`src/verilog/mcu_exec_pkg.sv`:
```
package mcu_exec_pkg;

	// Register map, byte addresses on the APB side
	localparam logic [11:0] CTRL_OFF = 12'h000;
	localparam logic [11:0] ACCUM_OFF = 12'h004;
	localparam logic [11:0] STATUS_OFF = 12'h008;
	localparam logic [11:0] PAGE_OFF = 12'h00C;
	localparam logic [11:0] PC_OFF = 12'h010;
	localparam logic [11:0] WDOG_OFF = 12'h014;
	localparam logic [11:0] STACK_OFF = 12'h018;
	// File array window: paddr[11:9] selects it, paddr[8:2] is the register number
	localparam logic [2:0] FILE_SEL = 3'h1;

	// Field positions
	localparam int RUN_BIT = 0;
	localparam int C_BIT = 0;
	localparam int DC_BIT = 1;
	localparam int Z_BIT = 2;
	localparam int PD_BIT = 3;
	localparam int TO_BIT = 4;
	localparam int PAGE_HI_BIT = 4;
	localparam int PAGE_LO_BIT = 3;
	localparam int DEST_BIT = 7;

	// Reset values
	localparam logic [4:0] STATUS_RST = 5'h18;
	localparam logic [7:0] ACC_RST = 8'h00;
	localparam logic [7:0] PAGE_RST = 8'h00;
	localparam logic [12:0] PC_RST = 13'h0000;
	localparam logic [13:0] NOP_WORD = 14'h0000;

	// Storage depths
	localparam int FILE_DEPTH = 128;
	localparam int STACK_DEPTH = 8;

	typedef enum logic [4:0] {
		OP_NOP = 5'h00,
		OP_ADD_REG = 5'h01,
		OP_AND_REG = 5'h02,
		OP_CLR_REG = 5'h03,
		OP_CLR_ACC = 5'h04,
		OP_COMPLEMENT = 5'h05,
		OP_DECREMENT = 5'h06,
		OP_DEC_SKIP = 5'h07,
		OP_INCREMENT = 5'h08,
		OP_BIT_CLR = 5'h09,
		OP_BIT_SET = 5'h0A,
		OP_SKIP_CLR = 5'h0B,
		OP_SKIP_SET = 5'h0C,
		OP_CALL = 5'h0D,
		OP_BRANCH = 5'h0E,
		OP_WDT_CLR = 5'h0F,
		OP_ADD_LIT = 5'h10,
		OP_AND_LIT = 5'h11
	} op_t;

	typedef enum logic [1:0] {
		PH_DECODE = 2'b00,
		PH_READ = 2'b01,
		PH_PROC = 2'b10,
		PH_WRITE = 2'b11
	} phase_t;

	typedef struct packed {
		op_t op;
		logic [7:0] acc;
		logic [7:0] opnd;
		logic [2:0] bitsel;
		logic dest;
	} alu_in_t;

	typedef struct packed {
		logic [7:0] res;
		logic c;
		logic dc;
		logic z;
		logic skip;
		logic to_acc;
		logic to_file;
		logic upd_cdc;
		logic upd_z;
	} alu_out_t;

	// Instruction word to operation; unlisted words run as a no-operation
	function automatic op_t decode_op(input logic [13:0] w);
		casez (w)
			14'b00_0111_????_????: return OP_ADD_REG;
			14'b00_0101_????_????: return OP_AND_REG;
			14'b00_0001_1???_????: return OP_CLR_REG;
			14'b00_0001_0???_????: return OP_CLR_ACC;
			14'b00_1001_????_????: return OP_COMPLEMENT;
			14'b00_0011_????_????: return OP_DECREMENT;
			14'b00_1011_????_????: return OP_DEC_SKIP;
			14'b00_1010_????_????: return OP_INCREMENT;
			14'b00_0000_0110_0100: return OP_WDT_CLR;
			14'b01_00??_????_????: return OP_BIT_CLR;
			14'b01_01??_????_????: return OP_BIT_SET;
			14'b01_10??_????_????: return OP_SKIP_CLR;
			14'b01_11??_????_????: return OP_SKIP_SET;
			14'b10_0???_????_????: return OP_CALL;
			14'b10_1???_????_????: return OP_BRANCH;
			14'b11_111?_????_????: return OP_ADD_LIT;
			14'b11_1001_????_????: return OP_AND_LIT;
			default: return OP_NOP;
		endcase
	endfunction : decode_op

	// One-hot mask for a bit number 0 to 7
	function automatic logic [7:0] bit_mask(input logic [2:0] sel);
		return 8'h01 << sel;
	endfunction : bit_mask

endpackage : mcu_exec_pkg

```
`src/verilog/exec_alu.sv`:
```
`timescale 1ns/10ps
module exec_alu
	import mcu_exec_pkg::*;
(
	input wire alu_in_t alu_in,
	output alu_out_t alu_out
);

	// Result, flags, skip and destination for the decoded operation
	always_comb begin
		logic [8:0] sum;
		logic [4:0] nib;
		logic [7:0] mask;
		sum = {1'b0, alu_in.acc} + {1'b0, alu_in.opnd};
		nib = {1'b0, alu_in.acc[3:0]} + {1'b0, alu_in.opnd[3:0]};
		mask = bit_mask(alu_in.bitsel);
		alu_out = '0;
		case (alu_in.op)
			OP_ADD_REG, OP_ADD_LIT: begin
				alu_out.res = sum[7:0];
				alu_out.c = sum[8];
				alu_out.dc = nib[4];
				alu_out.upd_cdc = 1'b1;
				alu_out.upd_z = 1'b1;
			end
			OP_AND_REG, OP_AND_LIT: begin
				alu_out.res = alu_in.acc & alu_in.opnd;
				alu_out.upd_z = 1'b1;
			end
			OP_CLR_REG, OP_CLR_ACC: begin
				alu_out.res = 8'h00;
				alu_out.upd_z = 1'b1;
			end
			OP_COMPLEMENT: begin
				alu_out.res = ~alu_in.opnd;
				alu_out.upd_z = 1'b1;
			end
			OP_DECREMENT: begin
				alu_out.res = alu_in.opnd - 8'h01;
				alu_out.upd_z = 1'b1;
			end
			OP_INCREMENT: begin
				alu_out.res = alu_in.opnd + 8'h01;
				alu_out.upd_z = 1'b1;
			end
			OP_DEC_SKIP: begin
				// No flag update here, only the skip
				alu_out.res = alu_in.opnd - 8'h01;
				alu_out.skip = (alu_in.opnd == 8'h01);
			end
			OP_BIT_CLR: alu_out.res = alu_in.opnd & ~mask;
			OP_BIT_SET: alu_out.res = alu_in.opnd | mask;
			OP_SKIP_CLR: alu_out.skip = ((alu_in.opnd & mask) == 8'h00);
			OP_SKIP_SET: alu_out.skip = ((alu_in.opnd & mask) != 8'h00);
			default: alu_out = '0;
		endcase
		alu_out.z = (alu_out.res == 8'h00);
		// Byte operations follow the destination bit, the rest are fixed
		if (alu_in.op inside {OP_ADD_REG, OP_AND_REG, OP_COMPLEMENT, OP_DECREMENT,
			OP_DEC_SKIP, OP_INCREMENT}) begin
			alu_out.to_acc = !alu_in.dest;
			alu_out.to_file = alu_in.dest;
		end else begin
			alu_out.to_acc = alu_in.op inside {OP_ADD_LIT, OP_AND_LIT, OP_CLR_ACC};
			alu_out.to_file = alu_in.op inside {OP_CLR_REG, OP_BIT_CLR, OP_BIT_SET};
		end
	end

endmodule : exec_alu

```
`src/verilog/mcu_exec_core.sv`:
```
// Local design decisions: the address map and the APB register port.
`timescale 1ns/10ps
// Overview of operation
// - Add register: accumulator plus file register, update carry, digit carry, zero.
// - AND register: accumulator AND file register, only zero flag changes.
// - Destination bit 0 sends result to accumulator, 1 to file register.
// - Four phases per cycle: decode, operand read, process, write.
// - Bit clear forces the selected bit to zero, flags untouched.
// - Bit set forces the selected bit to one, flags untouched.
// - Skip-if-clear skips the next instruction when the bit is 0.
// - Skip-if-set skips the next instruction when the bit is 1.
// - A taken skip replaces the fetched instruction with a no-operation cycle.
// - Call pushes incremented PC, then loads the 11-bit literal into PC.
// - Branch loads the 11-bit literal into PC, flags untouched.
// - Call and branch take PC bits 12:11 from page latch bits 4:3.
// - Call and branch take two cycles, the second a no-operation.
// - Clear register writes zero to the file register and sets zero flag.
// - Clear accumulator writes zero to it and sets zero flag.
// - Watchdog clear zeroes count and prescaler, sets timeout and powerdown.
// - The file address field is a 7-bit register number, 0 to 127.
// - Each instruction cycle lasts four clock periods.
// - Add literal adds the 8-bit literal to accumulator, updates three flags.
// - AND literal ANDs the literal into accumulator, only zero flag changes.
module mcu_exec_core
	import mcu_exec_pkg::*;
(
	input wire logic clk,
	input wire logic resetn,
	input wire logic [11:0] paddr,
	input wire logic psel,
	input wire logic penable,
	input wire logic pwrite,
	input wire logic [31:0] pwdata,
	output logic [31:0] prdata,
	output logic pready,
	output logic pslverr,
	output logic [12:0] prog_addr,
	input wire logic [13:0] prog_data,
	output logic wdt_clear_pulse
);

	////////////////////////////////////////////////////////////////////////////////////////////
	// Declarations

	logic run_q;
	phase_t phase_q;
	logic [12:0] pc_q;
	logic [13:0] fetch_q;
	logic [13:0] ir_q;
	logic flush_q;
	logic [7:0] opnd_q;
	alu_out_t alu_q;
	alu_in_t alu_in;
	alu_out_t alu_out;
	logic [7:0] acc_q;
	logic [4:0] status_q;
	logic [7:0] page_q;
	logic [7:0] file_mem [FILE_DEPTH];
	logic [12:0] stack_mem [STACK_DEPTH];
	logic [2:0] sp_q;
	logic [12:0] stack_top;
	logic [7:0] wdt_q;
	logic [7:0] wdt_pre_q;
	logic wdt_clr_q;
	logic [31:0] prdata_q;
	logic [31:0] rd_data;
	op_t cur_op;
	logic [6:0] file_idx;
	logic wr_phase;
	logic is_lit;
	logic pc_load;
	logic apb_setup;
	logic apb_wr;

	// Address decode shared by the read mux, the write path and the error answer
	function automatic logic file_hit(input logic [11:0] a);
		return a[11:9] == FILE_SEL;
	endfunction : file_hit

	function automatic logic reg_hit(input logic [11:0] a);
		return file_hit(a) || a inside {CTRL_OFF, ACCUM_OFF, STATUS_OFF, PAGE_OFF, PC_OFF,
			WDOG_OFF, STACK_OFF};
	endfunction : reg_hit

	////////////////////////////////////////////////////////////////////////////////////////////
	// Decode and sequencing

	// Decode runs straight off the instruction register all cycle long
	assign cur_op = decode_op(ir_q);
	assign file_idx = ir_q[6:0];
	assign wr_phase = run_q && (phase_q == PH_WRITE);
	assign is_lit = (cur_op == OP_ADD_LIT) || (cur_op == OP_AND_LIT);
	assign pc_load = wr_phase && ((cur_op == OP_CALL) || (cur_op == OP_BRANCH));
	assign apb_setup = psel && !penable;
	assign apb_wr = psel && penable && pwrite;

	// Four clock periods per instruction cycle; stops in place while halted
	always_ff @(posedge clk or negedge resetn) begin
		if (!resetn) begin
			phase_q <= PH_DECODE;
		end else if (run_q) begin
			case (phase_q)
				PH_DECODE: phase_q <= PH_READ;
				PH_READ: phase_q <= PH_PROC;
				PH_PROC: phase_q <= PH_WRITE;
				PH_WRITE: phase_q <= PH_DECODE;
				default: phase_q <= PH_DECODE;
			endcase
		end
	end

	// Fetch of the next word overlaps execution; it lands in the last phase
	always_ff @(posedge clk or negedge resetn) begin
		if (!resetn) begin
			pc_q <= PC_RST;
			fetch_q <= NOP_WORD;
		end else if (wr_phase) begin
			fetch_q <= prog_data;
			if (pc_load) begin
				pc_q <= {page_q[PAGE_HI_BIT:PAGE_LO_BIT], ir_q[10:0]};
			end else begin
				pc_q <= pc_q + 13'h0001;
			end
		end
	end

	assign prog_addr = pc_q;

	// A flushed word is swapped for a no-operation so prefetch never runs stale code
	always_ff @(posedge clk or negedge resetn) begin
		if (!resetn) begin
			ir_q <= NOP_WORD;
			flush_q <= 1'b0;
		end else if (run_q && (phase_q == PH_DECODE)) begin
			ir_q <= flush_q ? NOP_WORD : fetch_q;
			flush_q <= 1'b0;
		end else if (wr_phase) begin
			flush_q <= pc_load || alu_q.skip;
		end
	end

	// Operand read in the second phase, result latched in the third
	always_ff @(posedge clk or negedge resetn) begin
		if (!resetn) begin
			opnd_q <= 8'h00;
			alu_q <= '0;
		end else begin
			if (run_q && (phase_q == PH_READ)) begin
				opnd_q <= file_mem[file_idx];
			end
			if (run_q && (phase_q == PH_PROC)) begin
				alu_q <= alu_out;
			end
		end
	end

	// Literal operations take their operand from the instruction itself
	always_comb begin
		alu_in.op = cur_op;
		alu_in.acc = acc_q;
		alu_in.opnd = is_lit ? ir_q[7:0] : opnd_q;
		alu_in.bitsel = ir_q[9:7];
		alu_in.dest = ir_q[DEST_BIT];
	end

	exec_alu u_alu (
		.alu_in(alu_in),
		.alu_out(alu_out)
	);

	////////////////////////////////////////////////////////////////////////////////////////////
	// Architectural state; the core wins over a same-cycle bus write

	always_ff @(posedge clk or negedge resetn) begin
		if (!resetn) begin
			acc_q <= ACC_RST;
		end else if (wr_phase && alu_q.to_acc) begin
			acc_q <= alu_q.res;
		end else if (apb_wr && (paddr == ACCUM_OFF)) begin
			acc_q <= pwdata[7:0];
		end
	end

	// Core flag changes come only in the write phase, and only those the operation owns; a bus write loads them otherwise
	always_ff @(posedge clk or negedge resetn) begin
		if (!resetn) begin
			status_q <= STATUS_RST;
		end else if (wr_phase && (alu_q.upd_cdc || alu_q.upd_z || (cur_op == OP_WDT_CLR))) begin
			if (alu_q.upd_cdc) begin
				status_q[C_BIT] <= alu_q.c;
				status_q[DC_BIT] <= alu_q.dc;
			end
			if (alu_q.upd_z) begin
				status_q[Z_BIT] <= alu_q.z;
			end
			if (cur_op == OP_WDT_CLR) begin
				status_q[TO_BIT] <= 1'b1;
				status_q[PD_BIT] <= 1'b1;
			end
		end else if (apb_wr && (paddr == STATUS_OFF)) begin
			status_q <= pwdata[4:0];
		end
	end

	// Software-owned controls
	always_ff @(posedge clk or negedge resetn) begin
		if (!resetn) begin
			run_q <= 1'b0;
			page_q <= PAGE_RST;
		end else if (apb_wr) begin
			if (paddr == CTRL_OFF) begin
				run_q <= pwdata[RUN_BIT];
			end
			if (paddr == PAGE_OFF) begin
				page_q <= pwdata[7:0];
			end
		end
	end

	// File array has no reset; software loads it through the window
	always_ff @(posedge clk) begin
		if (wr_phase && alu_q.to_file) begin
			file_mem[file_idx] <= alu_q.res;
		end else if (apb_wr && file_hit(paddr)) begin
			file_mem[paddr[8:2]] <= pwdata[7:0];
		end
	end

	// Eight-level stack wraps silently on overflow; nothing here pops it
	always_ff @(posedge clk or negedge resetn) begin
		if (!resetn) begin
			sp_q <= 3'h0;
		end else if (pc_load && (cur_op == OP_CALL)) begin
			sp_q <= sp_q + 3'h1;
		end
	end

	always_ff @(posedge clk) begin
		if (pc_load && (cur_op == OP_CALL)) begin
			stack_mem[sp_q] <= pc_q;
		end
	end

	assign stack_top = stack_mem[sp_q - 3'h1];

	// Watchdog count advances once per prescaler wrap while running
	always_ff @(posedge clk or negedge resetn) begin
		if (!resetn) begin
			wdt_q <= 8'h00;
			wdt_pre_q <= 8'h00;
			wdt_clr_q <= 1'b0;
		end else begin
			wdt_clr_q <= wr_phase && (cur_op == OP_WDT_CLR);
			if (wr_phase && (cur_op == OP_WDT_CLR)) begin
				wdt_q <= 8'h00;
				wdt_pre_q <= 8'h00;
			end else if (run_q) begin
				wdt_pre_q <= wdt_pre_q + 8'h01;
				if (wdt_pre_q == 8'hFF) begin
					wdt_q <= wdt_q + 8'h01;
				end
			end
		end
	end

	assign wdt_clear_pulse = wdt_clr_q;

	////////////////////////////////////////////////////////////////////////////////////////////
	// APB slave: zero wait states, read data captured in the setup cycle

	always_comb begin
		rd_data = 32'h0000_0000;
		if (file_hit(paddr)) begin
			rd_data[7:0] = file_mem[paddr[8:2]];
		end else begin
			case (paddr)
				CTRL_OFF: rd_data[RUN_BIT] = run_q;
				ACCUM_OFF: rd_data[7:0] = acc_q;
				STATUS_OFF: rd_data[4:0] = status_q;
				PAGE_OFF: rd_data[7:0] = page_q;
				PC_OFF: rd_data[12:0] = pc_q;
				WDOG_OFF: rd_data[7:0] = wdt_q;
				STACK_OFF: rd_data[12:0] = stack_top;
				default: rd_data = 32'h0000_0000;
			endcase
		end
	end

	always_ff @(posedge clk or negedge resetn) begin
		if (!resetn) begin
			prdata_q <= 32'h0000_0000;
		end else if (apb_setup) begin
			prdata_q <= rd_data;
		end
	end

	assign prdata = prdata_q;
	assign pready = 1'b1;
	assign pslverr = psel && penable && !reg_hit(paddr);

	logic [8:0] chk_sum;
	assign chk_sum = {1'b0, acc_q} + {1'b0, opnd_q};
endmodule : mcu_exec_core

```
`config.mk`:
```
export PLATFORM = sky130hd
export DESIGN_NAME = mcu_exec_core
export DESIGN_NICKNAME = d
export VERILOG_FILES = /design/src/verilog/mcu_exec_pkg.sv /design/src/verilog/exec_alu.sv /design/src/verilog/mcu_exec_core.sv
export SDC_FILE = /design/constraint.sdc
export NUM_CORES = 2
export LEC_CHECK = 0
export BUFFER_PORTS_ARGS = -buffer_cell sky130_fd_sc_hd__buf_2
export CAP_MARGIN = 20
export CORE_ASPECT_RATIO = 1.1
export CORE_MARGIN = 4
export CORE_UTILIZATION = 40
export DETAILED_ROUTE_END_ITERATION = 12
export GPL_TIMING_DRIVEN = 0
export PLACE_DENSITY = 0.63
export SYNTH_ARGS = -nofsm -noshare
export SYNTH_HDL_FRONTEND = slang
export SYNTH_HIERARCHICAL = 1
export SYNTH_SLANG_ARGS = --single-unit
```
`constraint.sdc`:
```
create_clock -name clk -period 5.5 [get_ports clk]
set_input_delay 0 -clock clk [delete_from_list [all_inputs] [get_ports clk]]
set_output_delay 0 -clock clk [all_outputs]
set_load 0.02 [all_outputs]
```
==> impl_metrics.yaml <==
run_status:
  status: "complete, no violations"
clock_network:
  clk_latency_ns: 0.80
  cts.sinks: 1251
  cts-root-buf: "clkbuf_16"
  cts.reportedPaths.clkPinSlew_ns: 0.07
  cts_buffer_depth: 3
  cts_tree: "yes"
  cts_setup_buffers: 0
  cts_buffers: 137
  cts_max_level: 4
grt:
  grt_max_degree: 85
  grt_pass1_wl_um: 330400
  grt_pass1_vias: 39590
  grt_usage: 0.3118
  grt_antenna_before_repair: 20
  gr-total-overflow: 0
worst_setup_path:
  cp-end-kind: "flop"
  critical_path_class: "flop to flop"
  path_depth: 14
  cp_top_family: "buffers and inverters"
  reg2reg_depth: 14
  critical_path_required_ns: 6.24
  cp.arrival_ns: 6.08
  path_cells: "clkbuf_2 -> clkbuf_1 -> buf_16 -> clkbuf_1 -> buf_8 -> mux2_2 -> clkbuf_1 -> nor3_1 -> and2_1 -> o41ai_1 -> o211ai_1 -> or4_4 -> nor4_2 -> mux2_2"
  startpoint_type: "flop"
  crit_fanout: 17
  crit_path_top_delay_cell: "clkbuf_1"
  critPathBufInv: 6
  critPathMaxStageDelay_ns: 0.62
  cpMostUsedCell: "clkbuf_1"
die:
  die_h_um: 413.7
  die_area_um2: 155900
  die_w_um: 376.8
  pin_count: 111
  rows: 148
  initial_utilization: 0.4035
  coreArea_um2: 148300
power_and_ir_drop:
  cellPowerDensity_nw_per_um2: 302.7
  switching_power_mw: 5.066
  p_leak_nw: 22.22
  pwr-share-comb: 0.074
  power.total_mw: 20.81
  seq_power_share: 0.493
  clock_power_share: 0.433
  p_int_mw: 15.75
  p_sw_frac: 0.2434
  max-vdd-ir-drop_uv: 273.0
placed_design:
  hpwl_um: 174500
  preCtsSetupSlack_ns: -0.6906
  place.gp.congestion: 1.066
  post_dp_cell_area_um2: 63830
  dp_cells: 5769
  io_buffers: 64
hold_path:
  hold_class: "input port to flop"
  hold_path_depth: 5
final_layout:
  nets: 4099
  final_cell_area_um2: 68770
  final_cells: 6087
  drive_gt1_frac: 0.2501
  final_core_util: 0.4636
  num-fill-cells: 12740
  multi_input_area_um2: 21610
  seq_area_um2: 36950
  syn2layout_area_growth_pct: 14.88
synthesis:
  synthAdderAreaFrac: 0.004724
  synth_warnings: 6
  synth_xor_xnor_area_share: 0.004243
  synth_area_leaders: "edfxtp_1 57%, mux4_2 18%, dfrtp_1 5.1%"
  async_reset_ff_frac: 0.09832
  yosys.area.top_type: "edfxtp_1"
  muxShareOfSynthArea: 0.2301
  synth_edf_count: 1128
  synth_top_family_by_area: "multiplexers"
  synth_cell_types: 81
  yosysSeqAreaShare: 0.6173
  syn_area_um2: 59860
  synth_top_flop_cell: "edfxtp_1"
  synth_top_cell_area_share: 0.5659
  synth-seq-cells: 1251
  synth_simple_gate_area_frac: 0.05604
  synth_compound_area_frac: 0.06334
  syn_area_per_cell_um2: 16.29
  synth_cells: 3674
timing:
  holdWs_ns: 0.07995
  setup_violations: 0
  final_max_slew_viol_count: 0
  period_minus_slack_ns: 5.343
  finClkSkew_ns: 0.03681
  rsz0062_at_grt: "no"
  timing.final.crit_share: 0.9714
  worst_slack_ns: 0.1573
  clock.fmax_mhz: 187.2
  finalHoldViolCount: 0
  tightestPinTransition_ns: 1.418
  relSlewSlack: 0.05491
  setup_tns_ns: 0
route:
  via_per_inst: 6.798
  routed.top_layer: "met5"
  met3WireLength_um: 33190
  vias: 41380
  routed_wl_um: 245700
  drt-met1-wl_um: 86190
  ant_nets: 0
  wl_per_cell_um: 40.37
  drt_iter0_drc: 6691
  drc: 0
  met2_length_um: 107700
  drtPass1Iterations: 6
flow_run:
  cap_violations: 0
-- power by group through the flow --
stage | sequential (mW) | combinational (mW) | clock (mW)
after floorplan | 10.5 | 0.695 | 0
after global placement | 10.5 | 1.39 | 0
after detailed placement | 10.5 | 1.43 | 0
after CTS | 10.3 | 1.46 | 9.02
after global routing | 10.2 | 1.52 | 9.44
final | 10.3 | 1.54 | 9.02
-- worst paths after layout --
check / slack [ns] / startpoint / end
worst min register to register: 0.48 / prdata[10] / prdata[10]
worst max register to register: 0.16 / ir_q[2] / alu_q[5]
max in group asynchronous: 4.83 / resetn / status_q[3]
worst min-delay path: 0.08 / paddr[4] / prdata[5]
worst max-delay path: 0.16 / ir_q[2] / alu_q[5]
min in group asynchronous: 0.32 / resetn / sp_q[1]
-- flip-flops by register name, summed over array words and instances, names as in the netlist --
register         count
alu_q               16
ir_q                14
phase_q              2
wdt_pre_q            8
acc_q                8
wdt_clear_pulse      1
opnd_q               8
run_q                1
flush_q              1
fetch_q             14
prog_addr           13
status_q             5
wdt_q                8
file_mem          1024
prdata              13
sp_q                 3
page_q               8
stack_mem          104
-- cell usage in the layout, fill, tap and decap left out, types with 18 or more instances in the layout --
| master | n |
|---|---|
| nand2_1 | 222 |
| nor2_1 | 227 |
| buf_4 | 39 |
| clkbuf_16 | 139 |
| mux4_2 | 474 |
| nand3_1 | 56 |
| a31oi_1 | 23 |
| clkbuf_1 | 176 |
| buf_1 | 26 |
| mux2_2 | 65 |
| o211ai_1 | 52 |
| clkinv_1 | 28 |
| nor3_1 | 31 |
| a221oi_1 | 50 |
| edfxtp_1 | 1128 |
| mux2i_1 | 234 |
| nand2b_1 | 31 |
| inv_1 | 22 |
| a22oi_1 | 90 |
| ha_1 | 21 |
| conb_1 | 20 |
| a21oi_1 | 98 |
| clkinv_2 | 25 |
| nand3b_1 | 22 |
| dlygate4sd3_1 | 50 |
| dfrtp_1 | 121 |
| o21ai_0 | 108 |
| buf_8 | 30 |
| buf_6 | 18 |
| buf_2 | 139 |
| o221ai_1 | 22 |
-- worst min-delay path, stage by stage --
cell and delay, ns:
buf_2 0.13, buf_2 0.23, nand2_1 0.20, o21ai_0 0.11
o22a_1 0.17
-- synth_stat cells (all sizes together) (11+ instances only) --
master,number
nand4,14
ha,21
o221ai,22
nand3,56
a211oi,17
a221o,11
edfxtp,1128
o21ai,109
nand2b,31
buf,137
clkbuf,162
a22oi,90
dfrtp,121
a221oi,50
mux2i,234
o22ai,13
nand3b,22
nand2,230
a21oi,98
nor2b,14
inv,22
and2,11
o211ai,52
or3,11
nor2,229
and3,11
mux4,474
xor2,17
nor3,34
xnor2,12
mux2,67
or2,18
a31oi,23
-- per-layer routing --
| layer | vias to the layer above | track usage |
|---|---|---|
| li1 | 15750 | - |
| met1 | 21480 | 0.3883 |
| met2 | 3367 | 0.4658 |
| met3 | 770 | 0.1127 |
| met4 | 6 | 0.1897 |
| met5 | - | 0.004088 |
-- logic make-up (layout without fill, tap and decap cells) --
group,after synthesis,in the layout
fa+ha+maj,22,22
other cells,2,31
mux,775,775
simple gates,719,719
compound gates,554,554
buf+inv,322,756
xor+xnor,29,29
flops,1251,1251
-- cell type report --
type                       count  share of cell area
sequential                  1251              0.5374
multi-input combinational   2119              0.3142
clock buffer                 174             0.05307
tap                         1950             0.03548
timing repair buffer         185             0.02864
buffer                       297             0.02014
clock inverter                77            0.009389
inverter                      23            0.001255
antenna                       11           0.0004003
-- repair_timing --
action,4_1_cts,5_1_grt
endpoints found under the setup margin,9,1
hold buffers,51,0
endpoints found under the hold margin,167,0
gates resized for setup,3,1
pin swaps,0,0
(Power assumes the default switching activity.)
